File: src/hdl/fdc_host_map.svh
// offsets, field positions, reset values and counts of the floppy host command block
// assumes inclusion by bare name from the testbench and the design file
`ifndef FDC_HOST_MAP_SVH
`define FDC_HOST_MAP_SVH
// register port offsets (byte wide, byte index)
`define REG_TAB_LAST    6'h1f
`define REG_CTRL        6'h20
`define REG_TRK_SKIP    6'h21
`define REG_STATE       6'h22
`define REG_RETRY       6'h23
`define REG_PHYSICAL_TRACK 6'h24
`define REG_LOGICAL_TRACK 6'h25
`define REG_RECORD_SLOT 6'h26
`define REG_OPCODE      6'h27
`define CTRL_WAIT_BIT   0
// pointer table reset image: entry n = base + n * step, low byte first
`define TAB_BASE        16'h0100
`define TAB_STEP        16'h0010
// command byte
`define CMD_STRING      4'h1
// command string byte offsets
`define STR_FN          3'h0
`define STR_STATUS      3'h1
`define STR_TRACK       3'h2
`define STR_RECORD_SLOT 3'h3
`define STR_PTR_LO      3'h4
`define STR_PTR_HI      3'h5
`define FN_PHYS_BIT     7
// status byte values, all nonzero
`define STAT_OK         8'h01
`define STAT_ERR        8'h02
`define STAT_NOTRDY     8'h03
`define STAT_BADPARAM   8'h04
// counts and ranges
`define RETRY_MAX       4'ha
`define SLOT_MIN        8'h01
`define SLOT_MAX        8'h1a
`define OP_MAX          4'h5
`define OP_READ_ALL     4'h5
`define HEAD_RAISED     2'h0
`define HEAD_LOWERED    2'h1
`define HEAD_LIFT_PEND  2'h2
`endif

File: src/hdl/fdc_host_pkg.sv
// types of the floppy host command block
// needs no include; nothing from the map header is used here
package fdc_host_pkg;
  typedef enum logic [5:0] {
    ST_IDLE   = 6'h01,
    ST_FETCH  = 6'h02,
    ST_CHECK  = 6'h04,
    ST_EXEC   = 6'h08,
    ST_STATUS = 6'h10,
    ST_SPARE  = 6'h20
  } fsm_t;

  typedef struct packed {
    logic req;
    logic we;
    logic [15:0] addr;
    logic [7:0] wdata;
  } dma_req_t;

  typedef struct packed {
    logic start;
    logic [3:0] op;
    logic [7:0] track;
    logic [7:0] sector;
    logic [15:0] xfer_ptr;
  } exec_cmd_t;

  typedef struct packed {
    fsm_t fsm;
    logic pend;
    logic [7:0] cmd;
    logic irq;
    logic [31:0][7:0] tab;
    logic [15:0] str_ptr;
    logic [15:0] stat_ptr;
    logic [2:0] idx;
    logic [7:0] fn;
    logic [7:0] op_code;
    logic [7:0] logical_track;
    logic [7:0] physical_track;
    logic [7:0] current_record_slot;
    logic [3:0] retry;
    logic [1:0] head;
    logic wait_flag;
    logic [7:0] trk_skip;
    logic [7:0] status;
    dma_req_t dma;
    exec_cmd_t exec;
    logic [7:0] rdata;
    logic rdy_s1;
    logic rdy_s2;
    logic rdy_d;
    logic idx_s1;
    logic idx_s2;
    logic idx_d;
    logic restore;
  } state_t;
endpackage

File: src/hdl/floppy_host_command_interface.sv
// host command interface of a floppy disk controller: port command, string fetch by dma,
// status write-back, interrupt request and internal track/sector/head bookkeeping
// assumes host port, dma and disk engine strobes on sys_clk_i; drive ready and index are pins
//
// What this block does
// - host writes one command byte to the jumpered port; controller takes it.
// - host is held in wait until the idle machine takes the captured command.
// - single-byte command completes only by the controller being ready again.
// - command strings are read, and status written, by direct memory access.
// - interrupt request rises when the nonzero status byte is written.
// - every accepted port write clears the pending interrupt request.
// - unknown command bytes do nothing except the acceptance side effect.
// - status sits in string byte two; pointer kept as two bytes.
// - 32-byte string pointer table with defaults, rewritable by the host.
// - two-byte transfer pointer for the current data transfer.
// - errors are retried up to ten times before an error status.
// - drive dropping ready with wait flag zero is fatal, no retry.
// - head state 0 raised, 1 lowered, 2 lift pending one revolution.
// - sector is 1 to 26; holds start delay during read-all.
// - operation code 0 to 5 in upper nibble, physical flag removed.
// - physical and logical track kept separately, may differ.
// - drives returning to ready get head position re-established internally.
// - reported hardware errors are final after internal recovery.
// - interrupt output is a single line, irq_o, with polarity selectable.
`timescale 1ns/10ps
`default_nettype none
`include "fdc_host_map.svh"
module floppy_host_command_interface
  import fdc_host_pkg::*;
#(
  parameter logic [7:0] PORT_ADDR = 8'hfd,
  parameter bit IRQ_INVERT = 1'b0
) (
  input wire logic sys_clk_i,
  input wire logic reset_i,
  input wire logic io_wr_i,
  input wire logic [7:0] io_addr_i,
  input wire logic [7:0] io_data_i,
  output logic port_wait_o,
  output logic port_ready_o,
  input wire logic [5:0] reg_addr_i,
  input wire logic [7:0] reg_wdata_i,
  input wire logic reg_wr_i,
  input wire logic reg_rd_i,
  output logic [7:0] reg_rdata_o,
  output dma_req_t dma_o,
  input wire logic dma_ack_i,
  input wire logic [7:0] dma_rdata_i,
  output exec_cmd_t exec_o,
  input wire logic exec_done_i,
  input wire logic exec_err_i,
  input wire logic drive_ready_i,
  input wire logic index_i,
  output logic restore_o,
  output logic [1:0] head_state_o,
  output logic irq_o
);

  // ----------------------------------------------------------------
  // pointer table reset image
  // ----------------------------------------------------------------
  function automatic logic [31:0][7:0] tab_default();
    logic [31:0][7:0] t;
    logic [15:0] p;
    t = '0;
    for (int i = 0; i < 16; i++) begin
      p = 16'(`TAB_BASE + 16'(i) * `TAB_STEP);
      t[2*i] = p[7:0];
      t[2*i+1] = p[15:8];
    end
    return t;
  endfunction
  // worked out once here so the asynchronous reset branch only loads a constant
  localparam logic [31:0][7:0] TAB_INIT = tab_default();

  state_t s_r, s_nxt;
  logic accept;
  logic ready_rise;
  logic index_rise;
  logic [15:0] tab_ptr;

  assign accept = (s_r.fsm == ST_IDLE) && s_r.pend;
  assign ready_rise = s_r.rdy_s2 && !s_r.rdy_d;
  assign index_rise = s_r.idx_s2 && !s_r.idx_d;
  assign tab_ptr = {s_r.tab[{s_r.cmd[3:0], 1'b1}], s_r.tab[{s_r.cmd[3:0], 1'b0}]};

  // ----------------------------------------------------------------
  // next state
  // ----------------------------------------------------------------
  always_comb begin
    s_nxt = s_r;
    s_nxt.exec.start = 1'b0;
    s_nxt.restore = 1'b0;
    s_nxt.rdata = 8'h00;
    // pins pass two flops; only the second and its one-cycle delayed copy are looked at
    s_nxt.rdy_s1 = drive_ready_i;
    s_nxt.rdy_s2 = s_r.rdy_s1;
    s_nxt.rdy_d = s_r.rdy_s2;
    s_nxt.idx_s1 = index_i;
    s_nxt.idx_s2 = s_r.idx_s1;
    s_nxt.idx_d = s_r.idx_s2;

    // host port write: captured at once, host waits until the idle machine takes it
    if (io_wr_i && io_addr_i == PORT_ADDR && !s_r.pend) begin
      s_nxt.pend = 1'b1;
      s_nxt.cmd = io_data_i;
    end

    // register port
    if (reg_wr_i) begin
      if (reg_addr_i <= `REG_TAB_LAST) begin
        s_nxt.tab[reg_addr_i[4:0]] = reg_wdata_i;
      end else if (reg_addr_i == `REG_CTRL) begin
        s_nxt.wait_flag = reg_wdata_i[`CTRL_WAIT_BIT];
      end else if (reg_addr_i == `REG_TRK_SKIP) begin
        s_nxt.trk_skip = reg_wdata_i;
      end
    end
    if (reg_rd_i) begin
      if (reg_addr_i <= `REG_TAB_LAST) begin
        s_nxt.rdata = s_r.tab[reg_addr_i[4:0]];
      end else begin
        case (reg_addr_i)
          `REG_CTRL: s_nxt.rdata = {7'h00, s_r.wait_flag};
          `REG_TRK_SKIP: s_nxt.rdata = s_r.trk_skip;
          `REG_STATE: s_nxt.rdata = {s_r.fsm[4:0], s_r.irq, s_r.head};
          `REG_RETRY: s_nxt.rdata = {4'h0, s_r.retry};
          `REG_PHYSICAL_TRACK: s_nxt.rdata = s_r.physical_track;
          `REG_LOGICAL_TRACK: s_nxt.rdata = s_r.logical_track;
          `REG_RECORD_SLOT: s_nxt.rdata = s_r.current_record_slot;
          `REG_OPCODE: s_nxt.rdata = s_r.op_code;
          default: s_nxt.rdata = 8'h00;
        endcase
      end
    end

    // head lifted one revolution (next index pulse) after the operation ends
    if (s_r.head == `HEAD_LIFT_PEND && index_rise) begin
      s_nxt.head = `HEAD_RAISED;
    end

    // a drive coming back on line is walked to track 0 by the disk engine
    if (ready_rise) begin
      s_nxt.restore = 1'b1;
      s_nxt.physical_track = 8'h00;
    end

    case (s_r.fsm)
      ST_IDLE: begin
        if (accept) begin
          s_nxt.pend = 1'b0;
          s_nxt.irq = 1'b0;
          if (s_r.cmd[7:4] == `CMD_STRING) begin
            s_nxt.str_ptr = tab_ptr;
            s_nxt.stat_ptr = tab_ptr + 16'(`STR_STATUS);
            s_nxt.idx = `STR_FN;
            s_nxt.retry = 4'h0;
            s_nxt.dma.req = 1'b1;
            s_nxt.dma.we = 1'b0;
            s_nxt.dma.addr = tab_ptr;
            s_nxt.fsm = ST_FETCH;
          end
          // any other byte is a no-op; the machine stays ready for the next one
        end
      end
      ST_FETCH: begin
        if (dma_ack_i) begin
          case (s_r.idx)
            `STR_FN: s_nxt.fn = dma_rdata_i;
            `STR_TRACK: s_nxt.logical_track = dma_rdata_i;
            `STR_RECORD_SLOT: s_nxt.current_record_slot = dma_rdata_i;
            `STR_PTR_LO: s_nxt.exec.xfer_ptr[7:0] = dma_rdata_i;
            `STR_PTR_HI: s_nxt.exec.xfer_ptr[15:8] = dma_rdata_i;
            default: s_nxt.fn = s_r.fn;
          endcase
          if (s_r.idx == `STR_PTR_HI) begin
            s_nxt.dma.req = 1'b0;
            s_nxt.fsm = ST_CHECK;
          end else begin
            // status byte is left alone on the way in
            s_nxt.idx = (s_r.idx == `STR_FN) ? `STR_TRACK : 3'(s_r.idx + 3'h1);
            s_nxt.dma.addr = s_r.str_ptr + 16'((s_r.idx == `STR_FN) ? `STR_TRACK : 3'(s_r.idx + 3'h1));
          end
        end
      end
      ST_CHECK: begin
        s_nxt.op_code = {s_r.fn[3:0], 4'h0};
        // physical flag picks the raw track, else the skip offset maps past bad tracks
        s_nxt.physical_track = s_r.fn[`FN_PHYS_BIT] ? s_r.logical_track : 8'(s_r.logical_track + s_r.trk_skip);
        if (s_r.fn[3:0] > `OP_MAX ||
            (s_r.fn[3:0] != `OP_READ_ALL &&
             (s_r.current_record_slot < `SLOT_MIN || s_r.current_record_slot > `SLOT_MAX))) begin
          s_nxt.status = `STAT_BADPARAM;
          s_nxt.fsm = ST_STATUS;
        end else begin
          s_nxt.exec.start = 1'b1;
          s_nxt.exec.op = s_r.fn[3:0];
          s_nxt.exec.track = s_r.fn[`FN_PHYS_BIT] ? s_r.logical_track : 8'(s_r.logical_track + s_r.trk_skip);
          s_nxt.exec.sector = s_r.current_record_slot;
          s_nxt.head = `HEAD_LOWERED;
          s_nxt.fsm = ST_EXEC;
        end
      end
      ST_EXEC: begin
        if (!s_r.rdy_s2) begin
          // with the flag set the operation just waits for the drive to come back
          if (!s_r.wait_flag) begin
            s_nxt.status = `STAT_NOTRDY;
            s_nxt.head = `HEAD_LIFT_PEND;
            s_nxt.fsm = ST_STATUS;
          end
        end else if (exec_err_i) begin
          if (s_r.retry == `RETRY_MAX) begin
            s_nxt.status = `STAT_ERR;
            s_nxt.head = `HEAD_LIFT_PEND;
            s_nxt.fsm = ST_STATUS;
          end else begin
            s_nxt.retry = 4'(s_r.retry + 4'h1);
            s_nxt.exec.start = 1'b1;
          end
        end else if (exec_done_i) begin
          s_nxt.status = `STAT_OK;
          s_nxt.head = `HEAD_LIFT_PEND;
          s_nxt.fsm = ST_STATUS;
        end
      end
      ST_STATUS: begin
        s_nxt.dma.req = 1'b1;
        s_nxt.dma.we = 1'b1;
        s_nxt.dma.addr = s_r.stat_ptr;
        s_nxt.dma.wdata = s_r.status;
        if (s_r.dma.req && s_r.dma.we && dma_ack_i) begin
          s_nxt.dma.req = 1'b0;
          s_nxt.dma.we = 1'b0;
          s_nxt.irq = 1'b1;
          s_nxt.fsm = ST_IDLE;
        end
      end
      default: begin
        s_nxt.fsm = ST_IDLE;
        s_nxt.dma.req = 1'b0;
      end
    endcase
  end

  always_ff @(posedge sys_clk_i or posedge reset_i) begin
    if (reset_i) begin
      s_r <= '0;
      s_r.fsm <= ST_IDLE;
      s_r.tab <= TAB_INIT;
      s_r.head <= `HEAD_RAISED;
    end else begin
      s_r <= s_nxt;
    end
  end

  // ----------------------------------------------------------------
  // outputs
  // ----------------------------------------------------------------
  assign port_wait_o = s_r.pend;
  assign port_ready_o = (s_r.fsm == ST_IDLE) && !s_r.pend;
  assign reg_rdata_o = s_r.rdata;
  assign dma_o = s_r.dma;
  assign exec_o = s_r.exec;
  assign restore_o = s_r.restore;
  assign head_state_o = s_r.head;
  // polarity strap stands in for the board's inverting jumper
  assign irq_o = s_r.irq ^ IRQ_INVERT;
endmodule
`default_nettype wire
File: config.mk
export PLATFORM = sky130hd
export DESIGN_NAME = floppy_host_command_interface
export DESIGN_NICKNAME = d
export VERILOG_FILES = /design/src/hdl/fdc_host_pkg.sv /design/src/hdl/floppy_host_command_interface.sv
export VERILOG_INCLUDE_DIRS = /design/src /design/src/hdl
export SDC_FILE = /design/constraint.sdc
export NUM_CORES = 1
export LEC_CHECK = 0
export ABC_AREA = 1
export BUFFER_PORTS_ARGS = -buffer_cell sky130_fd_sc_hd__buf_2
export CAP_MARGIN = 40
export CORE_AREA = 2 2 201 203
export CTS_BUF_LIST = sky130_fd_sc_hd__clkbuf_8
export CTS_CLUSTER_SIZE = 30
export DETAILED_ROUTE_END_ITERATION = 6
export DIE_AREA = 0 0 203 205
export GPL_ROUTABILITY_DRIVEN = 0
export PLACE_DENSITY = 0.79
export SLEW_MARGIN = 20
export SYNTH_ARGS = -nofsm -noshare
export SYNTH_HDL_FRONTEND = slang
export SYNTH_SLANG_ARGS = --single-unit
File: constraint.sdc
create_clock -name sys_clk_i -period 14.09 [get_ports sys_clk_i]
set_clock_uncertainty 0.05 [all_clocks]
set_input_delay 1.409 -clock sys_clk_i [delete_from_list [all_inputs] [get_ports sys_clk_i]]
set_output_delay 1.409 -clock sys_clk_i [all_outputs]
set_load 0.05 [all_outputs]
== Word-level counts from Yosys, hierarchy flattened ==
Cells that the tools add are included.
Storage, ports and cells
  input port bits: 48
  flip-flop bits (word level): 444
  word-level logic and storage cells: 238
  output and inout bits: 77
Operators by class
  eq/ne operators: 35
  reductions and logical operators: 42
  multiplexer cells: 77
  add/sub/neg operators: 5
  order comparisons: 8
  bitwise logic cells: 4
Operators with widths (count)
  $bwmux W256: 1
  $mux W8: 16
  $bmux W8 S4: 2
  $pmux W8 S8: 1
  $mux W6: 9
  $eq A6 B6 Y1 const B: 8
  $pmux W16 S3: 1
  $bmux W8 S5: 1
  $demux W8 S5: 1
  $mux W18: 2
  $mux W16: 2
  $pmux W6 S5: 1
  $reduce_and A3 Y1: 9
  $mux W21: 1
  $mux W4: 5
  $reduce_and A5 Y1: 4
  $lt A5 B6 Y1 const B: 3
  $ne A2 B2 Y1 const B: 9
  $add A16 B1 Y16 const B: 1
  $add A16 B3 Y16: 1
  $mux W2: 8
  $pmux W8 S2: 1
  $mux W3: 5
  $logic_and A1 B1 Y1: 11
  44 further kinds: 68

== Depth between registers and ports, before layout ==
Gate-level depths: netlist of the first run.
  word-level depth: 8
  depth in mapped cells: 18
  gate-level depth less buffers: 17

== Worst setup path before layout of the first run ==
No wires, ideal clock.
  kind: register to output
  start point: register s_r[442] in the netlist's numbering
  end point: output port port_ready_o
  stages on the path, launching flop included: 3
  path buffers: 0
  setup slack: 11.124 ns
  data arrival time: 1.507 ns
  required time: 12.631 ns
  path through: dfstp_2 -> nand4_1 -> nor2_1
On the way
  cells in the longest elaborated chain, start to end: 2
Ends and longest elaborated chain
  start: declaration: RTL line floppy_host_command_interface.sv:76  | state_t s_r, s_nxt;
  start signal: assignment: RTL line floppy_host_command_interface.sv:253  | s_r <= s_nxt;
  $eq A6 B1 Y1: RTL line floppy_host_command_interface.sv:261  | assign port_ready_o = (s_r.fsm == ST_IDLE) && !s_r.pend;
  $logic_and A1 B1 Y1: RTL line floppy_host_command_interface.sv:261
  end: declaration: RTL line floppy_host_command_interface.sv:40  | output logic port_ready_o,
Every way passes these cells.

== Final worst setup path of the first run ==
  start point: register s_r[433] in the netlist's numbering
  end point: register s_r[158] in the netlist's numbering
On the way
  cells in the longest elaborated chain, start to end: 3
  elaborated cells on any way between the ends: 5
Ends and longest elaborated chain
  $bmux W8 S4: RTL line floppy_host_command_interface.sv:85  | assign tab_ptr = {s_r.tab[{s_r.cmd[3:0], 1'b1}], s_r.tab[{s_r.cmd[3:0], 1'b0}]};
  $mux W8 (implied by the code): RTL line floppy_host_command_interface.sv:85
  named net tab_ptr[0]: RTL line floppy_host_command_interface.sv:80  | logic [15:0] tab_ptr;
  $add A16 B1 Y16: RTL line floppy_host_command_interface.sv:155  | s_nxt.stat_ptr = tab_ptr + 16'(`STR_STATUS);
The timed path passes the listed nets, and every way through them passes these cells. The select of a mux whose other input is x is not followed.
A chain may end at the register's enable or synchronous reset.

==> results.toml, run 1 <==
[timing]
relSlewSlack_pct = 33.81
maxSlewViolCount = 0
tightestPinTransition_ps = 980.3
hold_viol = 0
max_freq_ghz = 0.2729
fin_setup_tns_ps = 0
finalCritPeriodShare_pct = 26.01
layout_min_cycle_time_ps = 3665
rsz0062_at_grt = "false"
timing.final.ws_setup_ps = 10430
final-setup-viol-count = 0

[synth]
ys_types = 53
syn_area_mm2 = 0.02273
syn_avg_cell_area_um2 = 7.716
synth_edf_count = 0
ys_warn_count = 0
netlist_instances = 2946
synth_ff_type = "dfrtp_1"
async_flop_share_pct = 100.0
yosysSeqAreaShare_pct = 47.61
ys_ff_latch = 430

[global_route]
grt_pass1_vias = 20550
grt_max_degree = 161
antenna_found_initial = 1
grt-ovfl-total = 0
grt_pass1_wl_um = 112700
grtUsageTotal_pct = 34.80

[placement]
dp_hpwl_um = 47230
place_ws_ps = 10010
portBuffers = 119
dpl.cell_count = 3384

[critical_path]
start_kind = "register"
crit_arrival_ps = 4160
r2r-end = "s_r[158]$_DFFE_PP0P_"
critPathMaxFanout = 73
cp.required_ps = 14580
end_kind = "register"
crit_type = "register to register"
reg2reg_depth = 15
reg2reg_slack_ps = 10430
reg2reg_from = "s_r[433]$_DFFE_PP0P_"

[worst_hold_path]
hold_depth = 0
holdPathEnd = "s_nxt[1]$_DFF_PP0_"
hold_path_class = "register to register"
hold_start = "s_nxt[2]$_DFF_PP0_"

[drt]
first_iter_violations = 3213
remaining_drc_errors = 18
wirelength_um = 71530
num_vias = 21720
avgRoutedWirePerCell_um = 20.31
viasPerCell = 6.167
detail-route-antenna-nets = 0
drt_pass1_iterations = 7

[floorplan]
num_io_pins = 125
die_y_um = 205
start_util_pct = 57.74
num_rows = 73
core_area_mm2 = 0.03937
die_w_um = 203
dieArea_mm2 = 0.04162

[clocking]
cts-htree-levels = 3
clk_latency_ps = 660
clock_path_buffers = 3
cts_tree = "yes"
cts_resized = 0
cts_buffers = 73
clk_pin_slew_ps = 70
postCtsSetupRepairBufs = 0
clock-root-buffer = "clkbuf_8"
cts_hold_buf = 0
clock-sinks = 430

[layout]
final_cell_mix = "nand2_1, o21ai_0, dfrtp_1"
n_fill_cell = 3342
nets = 3003
seq_area_mm2 = 0.01083
multi_input_area_mm2 = 0.009500
final_cells = 3522
syn_to_final_growth_pct = 8.845
final_common_cell = "nand2_1"
layout-drive-gt1-share_pct = 11.99

[power]
leakage_uw = 0.01174
power_density_mw_per_mm2 = 128.8
vdd_drop_max_mv = 0.08440

[run]
cap_violations = 0

[outcome]
violations = "design-rule violations"
status = "complete, but fails checks"
## routing by layer
metal | track usage [%] | routed length, um
met2 | 53.02 | 31260
met1 | 44.91 | 26750
met4 | 21.69 | 4789
met5 | 0 | 0
met3 | 8.543 | 8735
## cells by family (layout without fill, tap and decap cells)
family / after synthesis / count (layout) / synth area share [%]
buffers and inverters: 528 / 572 / 10.70
DFF: 430 / 430 / 47.61
adders and majority gates: 20 / 20 / 1.156
muxes: 8 / 8 / 0.3963
and+or+nand+nor: 1256 / 1256 / 22.45
AOI/OAI and AO/OA: 699 / 699 / 17.53
other: 1 / 8 / 0.01650
xor gates and xnor gates: 4 / 4 / 0.1541
## final cells by class
class / instances / share of cell area [%]
sequential: 430 / 43.76
multi-input combinational: 1992 / 38.40
clock buffer: 100 / 5.563
inverter: 288 / 4.410
timing repair buffer: 151 / 3.960
tap: 525 / 2.655
clock inverter: 33 / 1.229
antenna: 3 / 0.03034
## through the flow
stage,utilization (%),hold slack (ps),power [uW],instance area [um^2]
after detailed placement,58.44,289.4,1914,23010
after global routing,62.84,315.6,3312,24740
final,62.85,304.8,3186,24740
after floorplan,-,281.2,1768,22750
after global placement,58.06,284.2,1891,22860
after CTS,62.71,306.4,3179,24690
## how the worst max path moves through the flow
stage	start	endpoint	slack [ps]	depth (start not counted)
CTS	s_r[442]$_DFFE_PP1P_	port_ready_o	10520	3
floorplan	reset_i	dma_o[0]$_DFFE_PP0P_	740	1
global route	s_r[433]$_DFFE_PP0P_	s_r[158]$_DFFE_PP0P_	10220	15
detailed placement	reg_addr_i[0]	reg_rdata_o[6]$_DFF_PP0_	10010	11
finish	s_r[433]$_DFFE_PP0P_	s_r[158]$_DFFE_PP0P_	10430	15
global placement	reset_i	s_r[220]$_DFFE_PP0P_	9970	4
## registers in the layout, summed over array words and instances (netlist names)
name          cells
dma_o            21
s_nxt             4
exec_o           37
restore_o         1
irq_o             1
reg_rdata_o       8
head_state_o      2
s_r             355
port_wait_o       1
## Yosys cell counts (2+ instances only)
master / instances / area [um^2]
a211oi_1: 2 / 15.01
a21oi_1: 53 / 265.3
a221oi_1: 24 / 210.2
a22oi_1: 4 / 30.03
a31oi_1: 10 / 62.56
buf_1: 9 / 33.78
buf_2: 31 / 155.2
buf_4: 82 / 615.6
buf_6: 12 / 135.1
clkbuf_1: 105 / 394.1
clkinv_1: 3 / 11.26
dfrtp_1: 381 / 9534
dfstp_2: 49 / 1287
fa_1: 2 / 40.04
ha_1: 17 / 212.7
inv_1: 280 / 1051
inv_2: 4 / 15.01
mux2_2: 8 / 90.09
nand2_1: 871 / 3269
nand2_2: 5 / 31.28
nand3_1: 200 / 1001
nand4_1: 16 / 100.1
nor2_1: 134 / 503.0
nor2_2: 7 / 43.79
nor3_1: 12 / 60.06
nor4_1: 2 / 12.51
o2111ai_1: 14 / 122.6
o211ai_1: 31 / 232.7
o21a_1: 7 / 52.55
o21ai_0: 407 / 2037
o21ai_1: 20 / 100.1
o21bai_1: 2 / 15.01
o221ai_1: 5 / 43.79
o22ai_1: 97 / 606.8
o311ai_0: 10 / 87.58
o31ai_1: 8 / 60.06
or2_2: 4 / 25.02
xor2_1: 3 / 26.28
## where the power goes
| group | leakage (uW) | switching [uW] | internal, uW |
|---|---|---|---|
| Sequential | 0.00563 | 97.5 | 1360 |
| Clock | 0.000925 | 528 | 743 |
| Combinational | 0.00518 | 318 | 143 |
| Total | 0.0117 | 943 | 2240 |
## critical path, stage by stage, from the launching register on
cell	delay, ps
dfrtp_4	780
buf_4	670
nand2_1	90
o21ai_0	100
nand2_1	70
nand3_1	150
nand3_1	250
nand2_1	300
ha_1	220
nand2_2	70
nor2_2	150
nand2_1	110
nor2_2	250
nand2_1	90
nand3_1	80
nand3_1	70
Note: power is estimated with default switching activity, not from simulation.
==> run 2: changes to the inputs <==
==> constraint.sdc (replaced) <==
create_clock -name sys_clk_i -period 3.3 [get_ports sys_clk_i]
set_clock_uncertainty 0.05 [all_clocks]
set_input_delay 0.33 -clock sys_clk_i [delete_from_list [all_inputs] [get_ports sys_clk_i]]
set_output_delay 0.33 -clock sys_clk_i [all_outputs]
set_load 0.05 [all_outputs]
==> run 2 against run 1 <==
  * The flow still finishes with violations (design-rule violations)
  * Clock-buffer cell count shrank 7
  * Clock power rose to 4.0 times the previous value
  * Utilization increased by 1.3 points
  * Worst setup slack got worse by 10000 ps
  * Flip-flop and latch count is the same
  * Critical path depth fell by 1
  * Sequential power grew to 4.3 times the previous value
  * Register-to-register slack worse by 10000 ps
  * Power grew to 4.2 times the previous value
  * Via count grew 0.83%
==> results.toml, run 2 (synthesized netlist as in run 1, its figures left out) <==
[drt]
viasPerCell = 6.090
wirelength_um = 72080
num_vias = 21900
avgRoutedWirePerCell_um = 20.04
remaining_drc_errors = 8
drt_pass1_iterations = 7
detail-route-antenna-nets = 0
first_iter_violations = 3215

[layout]
layout-drive-gt1-share_pct = 13.16
final_core_util_pct = 64.11
syn_to_final_growth_pct = 11.03
top_register = "s_r"
n_fill_cell = 3304
final_cell_mix = "nand2_1, o21ai_0, dfrtp_1"
nets = 3079
largest_reg_flops = 355
final_area_mm2 = 0.02524
n_antenna_cell = 0
final_common_cell = "nand2_1"

[worst_hold_path]
hold_path_class = "input port to register"

[power]
vdd_drop_max_mv = 0.4885
leakage_uw = 0.01204
power_density_mw_per_mm2 = 529.1

[timing]
maxSlewViolCount = 0
max_freq_ghz = 0.3320
finalCritPeriodShare_pct = 91.28
relSlewSlack_pct = 47.42
tightestPinTransition_ps = 785.8
layout_min_cycle_time_ps = 3012
final-setup-viol-count = 0
hold_viol = 0
timing.final.ws_setup_ps = 287.9
rsz0062_at_grt = "false"

[placement]
place_ws_ps = 365.3
dp_hpwl_um = 48460
portBuffers = 119
place_area_mm2 = 0.02343

[clocking]
cts-htree-levels = 3
clk_latency_ps = 670
cts_tree = "yes"
clock-sinks = 430
clock_path_buffers = 3
cts_buffers = 74
clock-root-buffer = "clkbuf_8"
clk_pin_slew_ps = 70

[global_route]
grt_pass1_vias = 21240
grt-ovfl-total = 0
grt_max_degree = 114
grt_pass1_wl_um = 114500
antenna_found_initial = 1
grtUsageTotal_pct = 35.24

[floorplan]
start_util_pct = 57.74
core_area_mm2 = 0.03937
dieArea_mm2 = 0.04162
num_io_pins = 125
die_y_um = 205
num_rows = 73
die_w_um = 203

[critical_path]
slowest_delay_ps = 430
path_common_cell = "inv_1"
cp.required_ps = 3840
crit_type = "register to register"
start_kind = "register"
end_kind = "register"
crit_arrival_ps = 3550
cp_num_buf_inv = 4
cp_cell_sequence = "inv_1 > ha_1 > inv_1 > nor2_1 > nor2_1 > ha_1 > inv_1 > fa_1 > maj3_1 > nor2_1 > o21ai_0 > o211ai_1 > o21ai_0 > inv_1"
crit_family = "adder cells"
critPathMaxFanout = 4
slowest_stage = "maj3_1"

[run]
cap_violations = 0

[outcome]
violations = "design-rule violations"
status = "complete, but fails checks"
[run 2: changes by cell type in the layout (fill, tap and decap cells not counted), sizes merged]
| cell | before | now |
|---|---|---|
| buf | 150 | 202 |
| dlygate4sd3 | 0 | 24 |
| inv | 302 | 313 |
| clkbuf | 100 | 93 |
| bufinv | 6 | 3 |
| diode | 3 | 0 |
| clkdlybuf4s15 | 1 | 0 |
| clkinvlp | 2 | 3 |
[run 2: layout make-up]
cell class | count | area, um^2 | share of cell area, %
flip-flops and latches | 430 | 10830 | 42.90
repair buffers | 226 | 1594 | 6.316
well taps | 525 | 656.9 | 2.603
multi-input cells | 1992 | 9505 | 37.66
inverters | 288 | 1087 | 4.308
clock buffers | 93 | 1280 | 5.071
clock inverters | 42 | 289.0 | 1.145
[run 2: repair_timing]
item / in CTS / in global routing
endpoints found under the hold margin: 61 / 0
hold buffers: 24 / 0
setup endpoints to repair: 0 / 1
setup buffers: 0 / 0
gates resized for setup: 0 / 1
[run 2: worst paths after layout]
check	startpoint	end	slack, ps	depth (start not counted)
hold reg to reg	s_nxt[2]$_DFF_PP0_	s_nxt[1]$_DFF_PP0_	300	0
max in group asynchronous	reset_i	s_r[172]$_DFFE_PP0P_	1970	4
hold / removal	dma_ack_i	s_r[444]$_DFFE_PP0P_	70	5
min in group asynchronous	reset_i	s_r[193]$_DFFE_PP0P_	210	3
setup reg to reg	s_r[141]$_DFFE_PP0P_	dma_o[12]$_DFFE_PP0P_	290	14
setup / recovery	s_r[141]$_DFFE_PP0P_	dma_o[12]$_DFFE_PP0P_	290	14
[run 2: worst min-delay path, cell delays in order]
cell and delay (ps):
buf_2 130, inv_1 90, nor2_2 70, inv_1 60
nor2_1 50
[run 2: routing by layer]
metal | vias up | share of wire [%] | GRT usage, %
met5 | - | 0.014 | 0
met4 | 2 | 6.5 | 22.08
met3 | 363 | 11 | 7.700
met2 | 1538 | 45 | 54.77
met1 | 10180 | 38 | 45.10
li1 | 9815 | - | -
[run 2: metrics by stage]
step	total power, uW	hold WS [ps]	std cells	TNS, ps
floorplan	7552	281.2	2950	-1145430
global placement	8130	285.7	3434	0
detailed placement	8221	287.9	3437	0
CTS	13330	30.20	3596	0
global route	13900	102.2	3596	0
finish	13350	69.72	3596	0
[run 2: power by group]
group,total [uW],internal [uW],switching [uW],leakage [uW]
combinational,2040,659,1380,0.00551
clock,5100,2800,2300,0.000899
sequential,6210,5800,410,0.00563
total,13400,9260,4090,0.0120
